File: config.mk
export PLATFORM = sky130hd
export DESIGN_NAME = pds_top
export DESIGN_NICKNAME = d
export VERILOG_FILES = /design/src/hw/pds_pkg.sv /design/src/hw/pds_phase_if.sv /design/src/hw/pds_src_sel.sv /design/src/hw/pds_angle_cmp.sv /design/src/hw/pds_top.sv
export SDC_FILE = /design/constraint.sdc
export NUM_CORES = 1
export LEC_CHECK = 0
export BUFFER_PORTS_ARGS = -buffer_cell sky130_fd_sc_hd__buf_2
export CAP_MARGIN = 40
export CORE_AREA = 4 4 328 330
export CTS_CLUSTER_DIAMETER = 80
export DETAILED_ROUTE_END_ITERATION = 10
export DIE_AREA = 0 0 332 334
export PLACE_DENSITY_LB_ADDON = 0.05
export SLEW_MARGIN = 20
export SYNTH_ARGS = -nofsm -noshare
export SYNTH_HDL_FRONTEND = slang
export SYNTH_SLANG_ARGS = --single-unit
export TNS_END_PERCENT = 30
File: constraint.sdc
create_clock -name pclk -period 9.05 [get_ports pclk]
set_clock_uncertainty 0.05 [all_clocks]
set_input_delay 0.905 -clock pclk [delete_from_list [all_inputs] [get_ports pclk]]
set_output_delay 0.905 -clock pclk [all_outputs]
set_load 0.005 [all_outputs]
File: src/hw/pds_pkg.sv
package pds_pkg;
  // ==========================================================
  // Sizes
  localparam int PDS_NSRC = 4;
  localparam int PDS_NPH = 3;
  localparam int PDS_TMR_W = 24;

  // ==========================================================
  // Angles: one full turn is 2^16 counts
  localparam logic [15:0] PDS_ANG_90 = 16'h4000;
  localparam logic [15:0] PDS_ANG_180 = 16'h8000;

  // ==========================================================
  // Magnitudes: 1.000 pu is PDS_PU_ONE counts
  localparam int PDS_PU_ONE = 4096;
  localparam int PDS_IMIN_PCT = 5;
  localparam logic [15:0] PDS_IMIN = 16'((PDS_PU_ONE * PDS_IMIN_PCT + 99) / 100);
  localparam int PDS_THR_MILLI_PU = 700;
  localparam logic [15:0] PDS_THR_RST = 16'((PDS_PU_ONE * PDS_THR_MILLI_PU + 500) / 1000);
  localparam logic [15:0] PDS_ECA_RST = 16'h0000;

  // ==========================================================
  // Timing
  localparam int PDS_CLK_HZ = 10_000_000;
  localparam int PDS_MEM_VALID_S = 1;
  localparam int PDS_MEM_VALID_CYC = PDS_MEM_VALID_S * PDS_CLK_HZ;

  // ==========================================================
  // Register map (byte addresses)
  localparam logic [11:0] PDS_OFS_CTRL = 12'h000;
  localparam logic [11:0] PDS_OFS_ECA = 12'h004;
  localparam logic [11:0] PDS_OFS_THR = 12'h008;
  localparam logic [11:0] PDS_OFS_STATUS = 12'h00c;
  localparam logic [11:0] PDS_OFS_MEM_A = 12'h010;
  localparam logic [11:0] PDS_OFS_MEM_B = 12'h014;
  localparam logic [11:0] PDS_OFS_MEM_C = 12'h018;

  // Control fields
  localparam int PDS_CTRL_EN = 0;
  localparam int PDS_CTRL_ACB = 1;
  localparam int PDS_CTRL_BLK = 2;
  localparam int PDS_CTRL_SRC = 4;
  localparam logic [31:0] PDS_CTRL_RST = 32'h0000_0000;

  // Status fields, three bits each
  localparam int PDS_ST_DIR = 0;
  localparam int PDS_ST_VOK = 4;
  localparam int PDS_ST_MVAL = 8;
  localparam int PDS_ST_EXP = 12;
endpackage

File: src/hw/pds_phase_if.sv
`timescale 1ns/1ps
interface pds_phase_if;
  import pds_pkg::*;
  logic [PDS_NPH-1:0][15:0] i_mag;
  logic [PDS_NPH-1:0][15:0] i_ang;
  logic [PDS_NPH-1:0][15:0] v_mag;
  logic [PDS_NPH-1:0][15:0] v_ang;
  logic [PDS_NPH-1:0][15:0] pol_ang;
  logic [PDS_NPH-1:0] in_window;
  modport sel (output i_mag, output i_ang, output v_mag, output v_ang);
  modport core (input i_mag, input i_ang, input v_mag, input v_ang, input in_window, output pol_ang);
  modport cmp (input i_ang, input pol_ang, output in_window);
endinterface

File: src/hw/pds_src_sel.sv
`timescale 1ns/1ps
module pds_src_sel import pds_pkg::*; (
  input wire logic [1:0] src_sel,
  input wire logic acb,
  input wire logic [PDS_NSRC-1:0][PDS_NPH-1:0][15:0] cur_mag,
  input wire logic [PDS_NSRC-1:0][PDS_NPH-1:0][15:0] cur_ang,
  input wire logic [PDS_NSRC-1:0][PDS_NPH-1:0][15:0] vll_mag,
  input wire logic [PDS_NSRC-1:0][PDS_NPH-1:0][15:0] vll_ang,
  pds_phase_if.sel ph
);
  // ==========================================================
  // Quadrature line voltage per phase; line index 0=ab 1=bc 2=ca
  for (genvar p = 0; p < PDS_NPH; p++) begin : g_ph
    localparam int LN = (p + 1) % PDS_NPH;
    assign ph.i_mag[p] = cur_mag[src_sel][p];
    assign ph.i_ang[p] = cur_ang[src_sel][p];
    assign ph.v_mag[p] = vll_mag[src_sel][LN];
    // Reversed pair under the other rotation is the same phasor plus 180 degrees
    assign ph.v_ang[p] = acb ? vll_ang[src_sel][LN] + PDS_ANG_180 : vll_ang[src_sel][LN];
  end
endmodule

File: src/hw/pds_angle_cmp.sv
`timescale 1ns/1ps
module pds_angle_cmp import pds_pkg::*; (
  pds_phase_if.cmp ph
);
  // ==========================================================
  // Window test: both +90 and -90 count as inside
  for (genvar p = 0; p < PDS_NPH; p++) begin : g_ph
    logic [15:0] diff;
    assign diff = ph.i_ang[p] - ph.pol_ang[p];
    assign ph.in_window[p] = (diff[15] == diff[14]) | (diff == PDS_ANG_90);
  end
endmodule

File: src/hw/pds_top.sv
// Behaviour
// - three independent per-phase direction units
// - ABC rotation polarizes A,B,C with bc,ca,ab
// - ACB rotation polarizes A,B,C with cb,ac,ba
// - disabled or current under 5% gives 0
// - inside plus/minus 90 degrees 0, else 1
// - remember polarizing voltage from before collapse
// - memory valid one second after collapse
// - expiry option Yes blocks after memory expires
// - expiry option No releases after memory expires
// - healthy voltage resumes angle-based decisions
// - voltage threshold setting, default 0.700 pu
// - characteristic angle leads polarizing voltage
// - output 1 means inhibit the overcurrent element
// - source select feeds currents and voltages
// - blocking settles about 8 ms after reversal
//
// Design decisions made here: the placing of the registers and the APB register port.
`timescale 1ns/1ps
module pds_top import pds_pkg::*; #(
  parameter int unsigned MEM_CYC = PDS_MEM_VALID_CYC
) (
  input wire logic pclk,
  input wire logic presetn,
  input wire logic psel,
  input wire logic penable,
  input wire logic pwrite,
  input wire logic [11:0] paddr,
  input wire logic [31:0] pwdata,
  output logic [31:0] prdata,
  output logic pready,
  output logic pslverr,
  input wire logic [PDS_NSRC-1:0][PDS_NPH-1:0][15:0] phase_current_mag,
  input wire logic [PDS_NSRC-1:0][PDS_NPH-1:0][15:0] phase_current_ang,
  input wire logic [PDS_NSRC-1:0][PDS_NPH-1:0][15:0] line_voltage_mag,
  input wire logic [PDS_NSRC-1:0][PDS_NPH-1:0][15:0] line_voltage_ang,
  output logic [PDS_NPH-1:0] block_out,
  output logic [PDS_NPH-1:0] memory_expired
);

  // ==========================================================
  // State
  typedef struct packed {
    logic en;
    logic acb;
    logic blk_exp;
    logic [1:0] src;
    logic [15:0] eca;
    logic [15:0] thr;
    logic [31:0] rdata;
    logic ready;
    logic err;
    logic [PDS_NPH-1:0][15:0] mem_ang;
    logic [PDS_NPH-1:0][PDS_TMR_W-1:0] tmr;
    logic [PDS_NPH-1:0] mem_valid;
    logic [PDS_NPH-1:0] expired;
    logic [PDS_NPH-1:0] v_ok;
    logic [PDS_NPH-1:0] dir;
  } pds_state_t;

  localparam logic [PDS_TMR_W-1:0] TMR_LAST = PDS_TMR_W'(MEM_CYC - 1);

  pds_state_t st_ff;
  pds_state_t nxt_st;

  pds_phase_if ph();

  logic [PDS_NPH-1:0] v_ok_c;
  logic [PDS_NPH-1:0] i_ok_c;
  logic setup_c;
  logic wr_c;
  logic mapped_c;
  logic [31:0] rd_c;

  // ==========================================================
  // Measurement selection and angle comparison
  pds_src_sel u_sel (
    .src_sel(st_ff.src),
    .acb(st_ff.acb),
    .cur_mag(phase_current_mag),
    .cur_ang(phase_current_ang),
    .vll_mag(line_voltage_mag),
    .vll_ang(line_voltage_ang),
    .ph(ph.sel)
  );

  pds_angle_cmp u_cmp (
    .ph(ph.cmp)
  );

  // ==========================================================
  // Per-phase polarizing path
  for (genvar p = 0; p < PDS_NPH; p++) begin : g_pol
    assign v_ok_c[p] = ph.v_mag[p] >= st_ff.thr;
    assign i_ok_c[p] = ph.i_mag[p] >= PDS_IMIN;
    // Live voltage when healthy, otherwise the stored pre-collapse angle
    assign ph.pol_ang[p] = (v_ok_c[p] ? ph.v_ang[p] : st_ff.mem_ang[p]) + st_ff.eca;
  end

  // ==========================================================
  // APB decode
  assign setup_c = psel & ~penable;
  assign wr_c = psel & penable & st_ff.ready & pwrite;

  always_comb begin
    mapped_c = 1'b1;
    rd_c = 32'h0000_0000;
    case (paddr)
      PDS_OFS_CTRL: begin
        rd_c[PDS_CTRL_EN] = st_ff.en;
        rd_c[PDS_CTRL_ACB] = st_ff.acb;
        rd_c[PDS_CTRL_BLK] = st_ff.blk_exp;
        rd_c[PDS_CTRL_SRC +: 2] = st_ff.src;
      end
      PDS_OFS_ECA: begin
        rd_c[15:0] = st_ff.eca;
      end
      PDS_OFS_THR: begin
        rd_c[15:0] = st_ff.thr;
      end
      PDS_OFS_STATUS: begin
        rd_c[PDS_ST_DIR +: PDS_NPH] = st_ff.dir;
        rd_c[PDS_ST_VOK +: PDS_NPH] = st_ff.v_ok;
        rd_c[PDS_ST_MVAL +: PDS_NPH] = st_ff.mem_valid;
        rd_c[PDS_ST_EXP +: PDS_NPH] = st_ff.expired;
      end
      PDS_OFS_MEM_A: begin
        rd_c[15:0] = st_ff.mem_ang[0];
      end
      PDS_OFS_MEM_B: begin
        rd_c[15:0] = st_ff.mem_ang[1];
      end
      PDS_OFS_MEM_C: begin
        rd_c[15:0] = st_ff.mem_ang[2];
      end
      default: begin
        mapped_c = 1'b0;
      end
    endcase
  end

  // ==========================================================
  // Next state
  always_comb begin
    nxt_st = st_ff;

    // Answer is prepared in the setup cycle so pready is high in the first access cycle
    nxt_st.ready = setup_c;
    if (setup_c) begin
      nxt_st.rdata = pwrite ? 32'h0000_0000 : rd_c;
      nxt_st.err = ~mapped_c;
    end else if (psel & penable & st_ff.ready) begin
      nxt_st.rdata = 32'h0000_0000;
      nxt_st.err = 1'b0;
    end

    // Read-only addresses ignore writes without an error
    if (wr_c) begin
      case (paddr)
        PDS_OFS_CTRL: begin
          nxt_st.en = pwdata[PDS_CTRL_EN];
          nxt_st.acb = pwdata[PDS_CTRL_ACB];
          nxt_st.blk_exp = pwdata[PDS_CTRL_BLK];
          nxt_st.src = pwdata[PDS_CTRL_SRC +: 2];
        end
        PDS_OFS_ECA: begin
          nxt_st.eca = pwdata[15:0];
        end
        PDS_OFS_THR: begin
          nxt_st.thr = pwdata[15:0];
        end
        default: begin
        end
      endcase
    end

    // Three identical phase units; none reads another's state
    for (int p = 0; p < PDS_NPH; p++) begin
      nxt_st.v_ok[p] = v_ok_c[p];
      if (v_ok_c[p]) begin
        // Keep tracking so the last healthy sample is what survives the collapse
        nxt_st.mem_ang[p] = ph.v_ang[p];
        nxt_st.tmr[p] = '0;
        nxt_st.mem_valid[p] = 1'b1;
        nxt_st.expired[p] = 1'b0;
      end else if (st_ff.mem_valid[p]) begin
        if (st_ff.tmr[p] >= TMR_LAST) begin
          nxt_st.mem_valid[p] = 1'b0;
          nxt_st.expired[p] = 1'b1;
        end else begin
          nxt_st.tmr[p] = st_ff.tmr[p] + 1'b1;
        end
      end

      // Output 1 inhibits the supervised element downstream
      if (~st_ff.en | ~i_ok_c[p]) begin
        nxt_st.dir[p] = 1'b0;
      end else if (v_ok_c[p] | st_ff.mem_valid[p]) begin
        nxt_st.dir[p] = ~ph.in_window[p];
      end else begin
        nxt_st.dir[p] = st_ff.blk_exp;
      end
    end
  end

  // ==========================================================
  // Registers
  // One cycle of latency here; the ~8 ms settle is set by upstream phasor filtering
  always_ff @(posedge pclk or negedge presetn) begin
    if (!presetn) begin
      st_ff.en <= PDS_CTRL_RST[PDS_CTRL_EN];
      st_ff.acb <= PDS_CTRL_RST[PDS_CTRL_ACB];
      st_ff.blk_exp <= PDS_CTRL_RST[PDS_CTRL_BLK];
      st_ff.src <= PDS_CTRL_RST[PDS_CTRL_SRC +: 2];
      st_ff.eca <= PDS_ECA_RST;
      st_ff.thr <= PDS_THR_RST;
      st_ff.rdata <= 32'h0000_0000;
      st_ff.ready <= 1'b0;
      st_ff.err <= 1'b0;
      st_ff.mem_ang <= '0;
      st_ff.tmr <= '0;
      st_ff.mem_valid <= '0;
      // No memory exists yet, so it starts out expired
      st_ff.expired <= '1;
      st_ff.v_ok <= '0;
      st_ff.dir <= '0;
    end else begin
      st_ff <= nxt_st;
    end
  end

  // ==========================================================
  // Outputs
  assign prdata = st_ff.rdata;
  assign pready = st_ff.ready;
  assign pslverr = st_ff.err;
  assign block_out = st_ff.dir;
  assign memory_expired = st_ff.expired;

endmodule

### Word level (Yosys, flattened, before mapping)

Cells that the tools add are included.
W data, S select, Z words.

| storage, ports and cells | value |
|---|---|
| register bits | 203 |
| logic and storage cells | 160 |
| output and inout bits | 40 |
| bits of input ports | 817 |

| cells by class | value |
|---|---|
| magnitude comparators | 10 |
| $add $sub $neg | 12 |
| muxes and demuxes | 62 |
| equality and inequality tests | 15 |
| reduce and logical (&&, ||, !) cells | 18 |
| bitwise logic cells | 22 |

Operators with widths:

| cell | count |
|---|---|
| $bmux W48 S2 | 4 |
| $mux W24 | 9 |
| $mux W48 | 4 |
| $mux W16 | 7 |
| $add A24 B1 Y24 const B | 3 |
| $ge A24 B24 Y1 const B | 3 |
| $mux W32 | 2 |
| $add A16 B16 Y16 | 3 |
| $add A16 B16 Y16 const B | 3 |
| $eq A16 B15 Y1 const B | 3 |
| $ge A16 B16 Y1 | 3 |
| $ge A16 B8 Y1 const B | 3 |
| $sub A16 B16 Y16 | 3 |
| $eq A12 B5 Y1 const B | 3 |
| $pmux W3 S6 | 2 |
| $mux W1 | 27 |
| $eq A12 B4 Y1 const B | 2 |
| $pmux W3 S7 | 1 |
| $pmux W1 S5 | 4 |
| $reduce_and A2 Y1 | 9 |
| $pmux W2 S7 | 1 |
| $reduce_bool A2 Y1 | 7 |
| $eq A12 B3 Y1 const B | 1 |
| $logic_not A12 Y1 | 1 |
| 8 further kinds | 31 |

### Depth between registers and ports, before layout

Gate-level depths: netlist of the first run.

| depth | value |
|---|---|
| depth in word-level cells | 12 |
| depth in mapped cells | 37 |
| gate-level depth less buffers | 31 |

### Modules after synthesis

Synthesis of the first run repeated with hierarchy kept, for this count alone.

| second synthesis, totals | value |
|---|---|
| cells, all modules | 1863 |
| area total of the unflattened synthesis | 19474.9 sq um |

By module, submodules not included:

| module | instances | cells an instance | area each (sq um) | seq. area each (sq um) |
|---|---|---|---|---|
| pds_top | 1 | 1244 | 12238.0 | 4692.0 |
| pds_src_sel | 1 | 238 | 4700.8 | 0.0 |
| pds_angle_cmp | 1 | 381 | 2536.2 | 0.0 |

### Worst setup path before layout of the first run

OpenSTA, ideal clock, no wires.

| path | value |
|---|---|
| kind | flip-flop to flip-flop |
| start | register st_ff[198] (netlist bit) |
| end | register st_ff, in the netlist block_out[0] |
| path buffers | 6 |
| required time | 8.874 ns |
| slack | 0.873 ns |
| arrival | 8.001 ns |
| period minus slack after synthesis | 8.177 ns |
| stages on the path, launching flop included | 34 |
| setup time | 0.126 ns |
| cells stage by stage | dfrtp_1 buf_6 buf_2 buf_1 buf_1 mux4_2 ha_1 and4_1 o211ai_1 a21oi_1 a21o_1 clkbuf_1 clkbuf_1 mux2i_1 fa_1 ha_1 nor2b_1 o21ai_0 nand2b_1 a21oi_1 a211o_1 o221ai_1 or4_1 a31oi_1 xnor2_1 ha_1 and3b_1 o221ai_1 nor4_1 nand4_1 or4_1 a21oi_1 a31oi_1 a311o_1 |

RTL lines:

| item | RTL line | source |
|---|---|---|
| from (decl) | pds_top.sv:63 | `pds_state_t st_ff;` |
| from (signal assigned) | pds_top.sv:228 | `st_ff <= nxt_st;` |

==> results.json, run 1 <==
{
  "slew_viol_final": 0,
  "period_share_pct": 88.6,
  "power.leakage_nw": 10.8,
  "min_path_type": "input port to asynchronous set/reset pin",
  "die_y_um": 334,
  "cpPeakStageDelay_ns": 0.67,
  "syn_area_mm2": 0.0171,
  "tns_ns": 0,
  "rsz0062_at_grt": "false",
  "maxCapViolCount": 0,
  "powerDensity_mw_per_mm2": 94.0,
  "gp_congestion": 0.822,
  "async_flop_share_pct": 100,
  "internal_power_mw": 1.54,
  "yosysWarnings": 0,
  "final.min_clock_period_ns": 8.02,
  "grt.total_usage_pct": 16.4,
  "htreeDepth": 4,
  "syn-mean-instance-area_um2": 10.3,
  "end_kind": "register",
  "dieArea_mm2": 0.111,
  "first_pass_iters": 5,
  "dp.final_hpwl_um": 80900,
  "slowest_stage": "dfrtp_4",
  "grt_max_degree": 95,
  "grt_pass1_wl_um": 131000,
  "clock_sinks": 187,
  "drc": 0,
  "ir_worst_vdd_v": 0.000156,
  "fp.coreArea_mm2": 0.105,
  "synth.most_common_cell": "dfrtp_1",
  "grt_pass1_vias": 17800,
  "finalSetupViolCount": 0,
  "post_drt_via_cell_ratio": 4.33,
  "yosys.area.top_type": "dfrtp_1",
  "cts-root-buf": "clkbuf_16",
  "vias": 16700,
  "finalHoldViolCount": 0,
  "post_cts_buffers": 0,
  "antenna_found_initial": 20,
  "p_switching_mw": 0.661,
  "drive_above_1_share_pct": 44.1,
  "critPathLaunchType": "register",
  "drtIter0Drc": 825,
  "synth_edf_count": 0,
  "worst-endpoint-arrival_ns": 8.34,
  "clock_power_share_pct": 36.3,
  "worst_slew_pin_slew_ns": 1.09,
  "switching_share_pct": 30.0,
  "cts_tree": "yes",
  "antenna_left": 0,
  "yosysSeqAreaShare_pct": 27.4,
  "io_buffer_count": 824,
  "fp-row-count": 119,
  "ys_top_cells_by_area": "dfrtp_1 26%, mux4_2 19%, ha_1 7.2%",
  "start_util_pct": 16.3,
  "ctsHoldBuffers": 0,
  "fmax_ghz": 0.125,
  "ys_ff_latch": 187,
  "syn_inst": 1664,
  "routed_wl_um": 94300,
  "clkSlewWorstSetupHoldPaths_ns": 0.07,
  "crit_type": "register to register",
  "grt_overflow_total": 0,
  "clockBufferDepth": 2,
  "die_w_um": 332,
  "pwr-share-seq_pct": 39.8,
  "ys.flop_type": "dfrtp_1",
  "power_mw": 2.20,
  "num_io_pins": 857,
  "numCtsBuffers": 17,
  "maxSlewHeadroom_pct": 26.6,
  "area_growth_pct": 36.9,
  "comb_power_share_pct": 23.9,
  "outcome": "finished clean",
  "cp_max_fo": 35,
  "clk_latency_ns": 0.50,
  "wire_per_inst_um": 24.5,
  "num-nets-final": 3408,
  "worstPathRequired_ns": 9.37,
  "synth_cell_types": 81,
  "ctsResizeCount": 0,
  "netlist_top_cells_count": "177 x dfrtp_1, 142 x mux4_2, 135 x inv_1, 116 x nor2_1, 107 x nand2_1",
  "synth_top_area_share_pct": 25.9
}
kinds of logic (layout without fill, tap and decap cells):
kind of cell | after synthesis | in the layout | share of synthesized area, %
other | 1 | 19 | 0.0219
DFF | 187 | 187 | 27.4
AOI/OAI and AO/OA | 358 | 358 | 14.2
and+or+nand+nor | 442 | 442 | 12.7
buffers and inverters | 244 | 1025 | 6.25
muxes | 210 | 210 | 23.0
adders and majority gates | 144 | 144 | 12.5
xor gates and xnor gates | 78 | 78 | 3.99
worst paths after layout:
kind	end	from	cells past startpoint	slack [ns]
worst max-delay path	block_out[0]	st_ff[198]	28	1.03
worst min-delay path	st_ff[124]	presetn	1	0.28
worst max register to register	block_out[0]	st_ff[198]	28	1.03
worst min register to register	prdata[15]	prdata[15]	2	0.44
max in group asynchronous	st_ff[51]	presetn	2	7.72
min in group pclk	prdata[15]	prdata[15]	2	0.44
critical path, delay by kind of cell (launching register included):
family                   cells  cell delay, ns
buffers and inverters        2            0.59
flip-flops                   1            0.67
XOR/XNOR                     1            0.15
adder cells (fa/ha/maj)      4            1.35
AO/OA/AOI/OAI               15            3.12
AND/OR/NAND/NOR              4            1.02
multiplexers                 2            0.88
routing by layer:
metal	track usage [%]	vias to the layer above	wire length, um
li1	-	7810	-
met3	2.91	50	4000
met1	19.7	8270	38800
met5	0	-	27
met4	1.94	4	690
met2	31.3	542	50800
sequential cells by signal, summed over array words and instances, names as in the netlist:
signal / flops
memory_expired: 3
pready: 1
st_ff: 163
pslverr: 1
block_out: 3
prdata: 16
power groups by stage:
| stage | combinational, mW | sequential (mW) | clock, mW |
|---|---|---|---|
| after floorplan | 0.245 | 0.885 | 0 |
| after global placement | 0.531 | 0.892 | 0 |
| after detailed placement | 0.535 | 0.892 | 0 |
| after CTS | 0.538 | 0.876 | 0.845 |
| after global routing | 0.590 | 0.878 | 0.873 |
| final | 0.527 | 0.876 | 0.801 |
layout make-up:
type | count | area [um2]
well taps | 1391 | 1740
clock buffers | 24 | 502
diodes | 3 | 7.51
inverters | 135 | 507
repair buffers | 858 | 4450
fillers | 11600 | 81400
clock inverters | 8 | 85.1
multi-input cells | 1248 | 11500
flip-flops and latches | 187 | 4700
layout by cell type, fill, tap and decap left out, types with 27 or more instances in the layout:
cell and count:
buf_2 823, dfrtp_1 175, mux4_2 142, inv_1 135, nor2_1 115, nand2_1 107, ha_1 99, o21ai_0 95
a21oi_1 66, nand3_1 49, mux2i_1 46, fa_1 45, xor2_1 42, xnor2_1 36, nor3_1 34, buf_4 28
nand4_1 27
metrics by stage:
stage	instance area, um2	util (%)	hold slack (ns)	setup slack [ns]	cells
floorplan	17200	-	0.401	0.873	1679
global placement	22700	21.7	0.426	0.746	3810
detailed placement	22800	21.8	0.426	0.888	3816
CTS	23400	22.3	0.258	0.846	3848
global route	23400	22.4	0.271	0.333	3851
finish	23400	22.4	0.282	1.03	3854
Note: power is estimated with default switching activity, not from simulation.
==> inputs of run 2 (changes only) <==
--- a/config.mk
+++ b/config.mk
@@ -5,12 +5,13 @@
 export SDC_FILE = /design/constraint.sdc
 export NUM_CORES = 1
 export LEC_CHECK = 0
+export ABC_AREA = 1
 export BUFFER_PORTS_ARGS = -buffer_cell sky130_fd_sc_hd__buf_2
 export CAP_MARGIN = 40
-export CORE_AREA = 4 4 328 330
+export CORE_AREA = 4 4 329 331
 export CTS_CLUSTER_DIAMETER = 80
 export DETAILED_ROUTE_END_ITERATION = 10
-export DIE_AREA = 0 0 332 334
+export DIE_AREA = 0 0 333 335
 export PLACE_DENSITY_LB_ADDON = 0.05
 export SLEW_MARGIN = 20
 export SYNTH_ARGS = -nofsm -noshare
==> run 2 against run 1 <==
First-iteration DRC count is 49% higher. Flip-flop and latch count stayed put. Clock-buffer cell count is 6 lower. Critical path type unchanged. Highest routed layer unchanged.
==> results.json, run 2 <==
{
  "grt_pass1_wl_um": 154000,
  "ir_worst_vdd_v": 0.000123,
  "rrSetupSlack_ns": 1.76,
  "start_util_pct": 18.5,
  "area_growth_pct": 30.8,
  "timing.rr.end": "block_out[2]",
  "powerDensity_mw_per_mm2": 103,
  "fp.coreArea_mm2": 0.105,
  "r2r_cells": 33,
  "rsz0062_at_grt": "false",
  "r2r_start": "st_ff[198]",
  "path_delay_family": "compound AO/OA/AOI/OAI gates",
  "maxCapViolCount": 0,
  "fillers": 12200,
  "grt_pass1_vias": 22900,
  "post_drt_via_cell_ratio": 4.47,
  "finalSetupViolCount": 0,
  "crit_top_cell": "nor2_1",
  "syn_area_mm2": 0.0194,
  "critPathLaunchType": "register",
  "dp.final_hpwl_um": 90600,
  "syn-mean-instance-area_um2": 6.60,
  "worstPathRequired_ns": 9.37,
  "cts_tree": "yes",
  "synth_top_area_share_pct": 22.8,
  "cts-root-buf": "clkbuf_16",
  "final_area_mm2": 0.0254,
  "fmax_ghz": 0.137,
  "slew_viol_final": 0,
  "crit_type": "register to register",
  "worst_slew_pin_slew_ns": 0.957,
  "ctsResizeCount": 0,
  "num-nets-final": 4608,
  "worst-endpoint-arrival_ns": 7.61,
  "cpPeakStageDelay_ns": 0.78,
  "num_io_pins": 857,
  "final_common_cell": "buf_2",
  "final.min_clock_period_ns": 7.29,
  "tns_ns": 0,
  "yosysWarnings": 0,
  "slowest_stage": "dfrtp_4",
  "cp.depth": 33,
  "clockBufferDepth": 2,
  "end_kind": "register",
  "maxSlewHeadroom_pct": 36.2,
  "layout_common_cells": "823 x buf_2, 507 x nand2_1, 439 x nor2_1",
  "ys_top_cells_by_area": "dfrtp_1 23%, o21ai_0 10%, nand2_1 9.8%",
  "largest_reg_flops": 163,
  "io_buffer_count": 824,
  "cp_max_fo": 86,
  "antenna_found_initial": 17,
  "period_share_pct": 80.5,
  "clkSlewWorstSetupHoldPaths_ns": 0.09,
  "syn_inst": 2938,
  "power.leakage_nw": 12.1,
  "htreeDepth": 4,
  "dieArea_mm2": 0.112,
  "drtIter0Drc": 1226,
  "post_cts_buffers": 0,
  "ys_ff_latch": 187,
  "synth.most_common_cell": "nand2_1",
  "place_area_mm2": 0.0247,
  "wire_per_inst_um": 21.5,
  "min_path_type": "input port to asynchronous set/reset pin",
  "yosys.area.top_type": "dfrtp_1",
  "netlist_top_cells_count": "507 x nand2_1, 440 x nor2_1, 399 x o21ai_0, 280 x inv_1, 177 x dfrtp_1",
  "regMostFlops": "st_ff",
  "first_pass_iters": 5,
  "ys.flop_type": "dfrtp_1",
  "async_flop_share_pct": 100,
  "drc": 0,
  "outcome": "finished clean",
  "ctsHoldBuffers": 0,
  "numCtsBuffers": 17,
  "clk_latency_ns": 0.50,
  "grt_overflow_total": 0,
  "yosysSeqAreaShare_pct": 24.2,
  "antenna_left": 0,
  "fp-row-count": 119,
  "synth_cell_types": 57,
  "grt_max_degree": 134,
  "grt.total_usage_pct": 18.7,
  "drive_above_1_share_pct": 26.2,
  "synth_edf_count": 0,
  "routed_wl_um": 109000,
  "gp_congestion": 0.812,
  "die_w_um": 333,
  "die_y_um": 335,
  "vias": 22600,
  "clock_sinks": 187,
  "worstPathBufferInverterCount": 2,
  "finalHoldViolCount": 0
}
==> run 2: changes by cell type after synthesis, sizes merged, moves of 99 or more <==
cell	change
mux4	-144
nand3	+117
o22ai	+99
nand2	+406
nor2	+331
inv	+154
o21ai	+342
==> run 2: layer usage <==
metal / GRT usage (%) / vias up / wire, um
met5: 0 / - / 84
met4: 5.50 / 12 / 3050
met3: 3.28 / 84 / 4980
met2: 32.2 / 627 / 52800
met1: 23.9 / 10500 / 47800
li1: - / 11400 / -
==> run 2: metrics by stage <==
step / utilization, % / std cells / setup WS [ns] / hold WS (ns) / power, mW
6_report: 24.1 / 5061 / 1.76 / 0.434 / 2.62
5_1_grt: 24.1 / 5054 / 1.03 / 0.466 / 2.82
4_1_cts: 24.1 / 5051 / 1.61 / 0.407 / 2.68
3_5_place_dp: 23.5 / 5019 / 1.63 / 0.422 / 1.82
3_3_place_gp: 23.5 / 5013 / 1.63 / 0.416 / 1.82
2_1_floorplan: - / 2953 / 3.44 / 0.400 / 1.41
==> run 2: layout make-up <==
| class | instances | area, um2 | share of cell area (%) |
|---|---|---|---|
| diodes | 10 | 25.0 | 0.0986 |
| repair buffers | 860 | 4470 | 17.6 |
| clock buffers | 18 | 429 | 1.69 |
| inverters | 290 | 1100 | 4.35 |
| well taps | 1391 | 1740 | 6.86 |
| clock inverters | 14 | 180 | 0.710 |
| multi-input cells | 2291 | 12700 | 50.2 |
| flip-flops and latches | 187 | 4700 | 18.5 |
==> run 2: logic make-up after synthesis <==
logic type	Yosys count	share of synthesized area (%)
and+or+nand+nor	1299	28.6
DFF	187	24.2
AOI/OAI and AO/OA	770	22.8
adders and majority gates	144	11.0
buffers and inverters	475	10.5
other	1	0.0193
xor gates and xnor gates	62	2.80
==> run 2: worst max-delay path by stage <==
stage               startpoint           end  slack [ns]
finish              st_ff[198]  block_out[2]        1.76
global route        st_ff[198]  block_out[2]        1.03
CTS                 st_ff[198]  block_out[2]        1.61
detailed placement  st_ff[198]  block_out[2]        1.63
global placement    st_ff[198]  block_out[1]        1.63
floorplan           st_ff[198]  block_out[2]        3.44
==> run 2: worst register-to-register path: cells and delay by family (launching register included) <==
family	cells	cell delay, ns
DFF	1	0.78
buffers and inverters	2	0.73
and+or+nand+nor	18	1.91
adders and majority gates	4	1.38
xor gates and xnor gates	1	0.19
AOI/OAI and AO/OA	8	2.13
==> run 2: where the power goes <==
| part | total [mW] | internal [mW] | switching, mW |
|---|---|---|---|
| Clock | 0.834 | 0.421 | 0.413 |
| Sequential | 0.885 | 0.862 | 0.0226 |
| Combinational | 0.902 | 0.375 | 0.528 |
==> inputs of run 3 (changes only) <==
==> constraint.sdc (replaced) <==
create_clock -name pclk -period 6.6 [get_ports pclk]
set_clock_uncertainty 0.05 [all_clocks]
set_input_delay 0.66 -clock pclk [delete_from_list [all_inputs] [get_ports pclk]]
set_output_delay 0.66 -clock pclk [all_outputs]
set_load 0.005 [all_outputs]
==> run 3 against run 2 <==
Setup slack got worse by 1.3 ns. First-iteration DRC count decreased by 4.9%. Combinational power increased by 44%. Critical endpoint is now block_out[0]. Critical path type unchanged.
==> results.json, run 3 (same netlist as run 2, synthesis figures left out) <==
{
  "internal_power_mw": 2.50,
  "htreeDepth": 4,
  "finalHoldViolCount": 0,
  "finalSetupViolCount": 0,
  "drive_above_1_share_pct": 27.4,
  "grt.total_usage_pct": 18.9,
  "tns_ns": 0,
  "rsz0062_at_grt": "true",
  "post_drt_via_cell_ratio": 4.49,
  "clockBufferDepth": 2,
  "clk_latency_ns": 0.49,
  "slew_viol_final": 0,
  "drtIter0Drc": 1166,
  "antenna_left": 0,
  "power.leakage_nw": 12.4,
  "fp-row-count": 119,
  "fp.coreArea_mm2": 0.105,
  "dp.cells": 5064,
  "powerDensity_mw_per_mm2": 147,
  "ir_worst_vdd_v": 0.000153,
  "crit_type": "register to register",
  "area_growth_pct": 33.9,
  "antenna_found_initial": 17,
  "dieArea_mm2": 0.112,
  "critPathLaunchType": "register",
  "place_area_mm2": 0.0251,
  "num-nets-final": 4655,
  "worst-endpoint-arrival_ns": 6.42,
  "fin_hold_ws_ns": 0.182,
  "min_path_type": "input port to asynchronous set/reset pin",
  "outcome": "finished clean",
  "layout_common_cells": "824 x buf_2, 507 x nand2_1, 439 x nor2_1",
  "numCtsBuffers": 17,
  "p_switching_mw": 1.31,
  "clkSlewWorstSetupHoldPaths_ns": 0.08,
  "cts_tree": "yes",
  "maxCapViolCount": 0,
  "first_pass_iters": 7,
  "start_util_pct": 18.5,
  "grt_pass1_vias": 23200,
  "switching_share_pct": 34.3,
  "largest_reg_flops": 163,
  "clock_sinks": 187,
  "clock_power_share_pct": 33.9,
  "gp_congestion": 0.813,
  "slowest_stage": "dfrtp_4",
  "comb_power_share_pct": 34.2,
  "cpPeakStageDelay_ns": 0.56,
  "end_kind": "register",
  "io_buffer_count": 824,
  "cts-root-buf": "clkbuf_16",
  "ctsHoldBuffers": 0,
  "regMostFlops": "st_ff",
  "fmax_ghz": 0.164,
  "routed_wl_um": 111000,
  "maxSlewHeadroom_pct": 32.8,
  "worst_slew_pin_slew_ns": 1.01,
  "die_w_um": 333,
  "final_area_mm2": 0.0260,
  "vias": 22900,
  "num_io_pins": 857,
  "final_cells": 5110,
  "pwr-share-seq_pct": 31.9,
  "grt_overflow_total": 0,
  "power_mw": 3.81,
  "final_common_cell": "buf_2",
  "period_share_pct": 92.6,
  "grt_max_degree": 119,
  "grt_pass1_wl_um": 156000,
  "r2r_cells": 32,
  "drc": 0,
  "final.min_clock_period_ns": 6.11,
  "die_y_um": 335,
  "cp_max_fo": 27,
  "worstPathRequired_ns": 6.91,
  "wire_per_inst_um": 21.6,
  "dp.final_hpwl_um": 91200
}
==> run 3: metal layers <==
metal	share of wire, %	wire length (um)	GRT usage [%]
met3	4.7	5180	3.16
met1	43	48100	24.0
met5	0.082	91	0
met2	49	54500	33.1
met4	2.5	2730	5.24
==> run 3: area by class of cell <==
cell class,instances,area (um2)
antenna,12,30.0
clock buffer,19,433
clock inverter,13,263
fill,12200,79100
inverter,290,1110
multi-input combinational,2291,12800
sequential,187,4700
tap,1391,1740
timing repair buffer,907,4910
==> run 3: path summary, 6_finish.rpt <==
path / start / end / slack, ns
hold reg to reg: prdata[13] / prdata[13] / 0.43
setup reg to reg: st_ff[198] / block_out[0] / 0.49
min in group pclk: pwdata[9] / st_ff[175] / 0.35
max in group asynchronous: presetn / st_ff[199] / 5.05
setup / recovery: st_ff[198] / block_out[0] / 0.49
hold / removal: presetn / st_ff[34] / 0.18
==> run 3: power by group through the flow <==
stage / clock [mW] / combinational [mW] / sequential [mW]
after detailed placement: 0 / 1.32 / 1.24
after floorplan: 0 / 0.715 / 1.22
after global routing: 1.38 / 1.49 / 1.22
final: 1.29 / 1.30 / 1.22
after global placement: 0 / 1.33 / 1.24
after CTS: 1.34 / 1.33 / 1.22
==> run 3: stage by stage <==
stage	setup WS, ns	utilization (%)
final	0.487	24.7
after global routing	-0.0239	24.7
after CTS	0.326	24.6
after detailed placement	0.340	23.9
after global placement	0.400	23.9
after floorplan	0.991	-
==> run 3: repair_timing <==
| item | in CTS | in global routing |
|---|---|---|
| gates resized for setup | 0 | 28 |
| setup buffers | 0 | 0 |
| endpoints found under the setup margin | 0 | 3 |
==> run 3: worst max-delay path, delay by kind of cell, from the launching register on <==
family,cells,cell delay (ns)
compound gates,8,1.37
buf+inv,3,0.60
simple gates,17,1.97
fa+ha+maj,4,1.33
flops,1,0.56
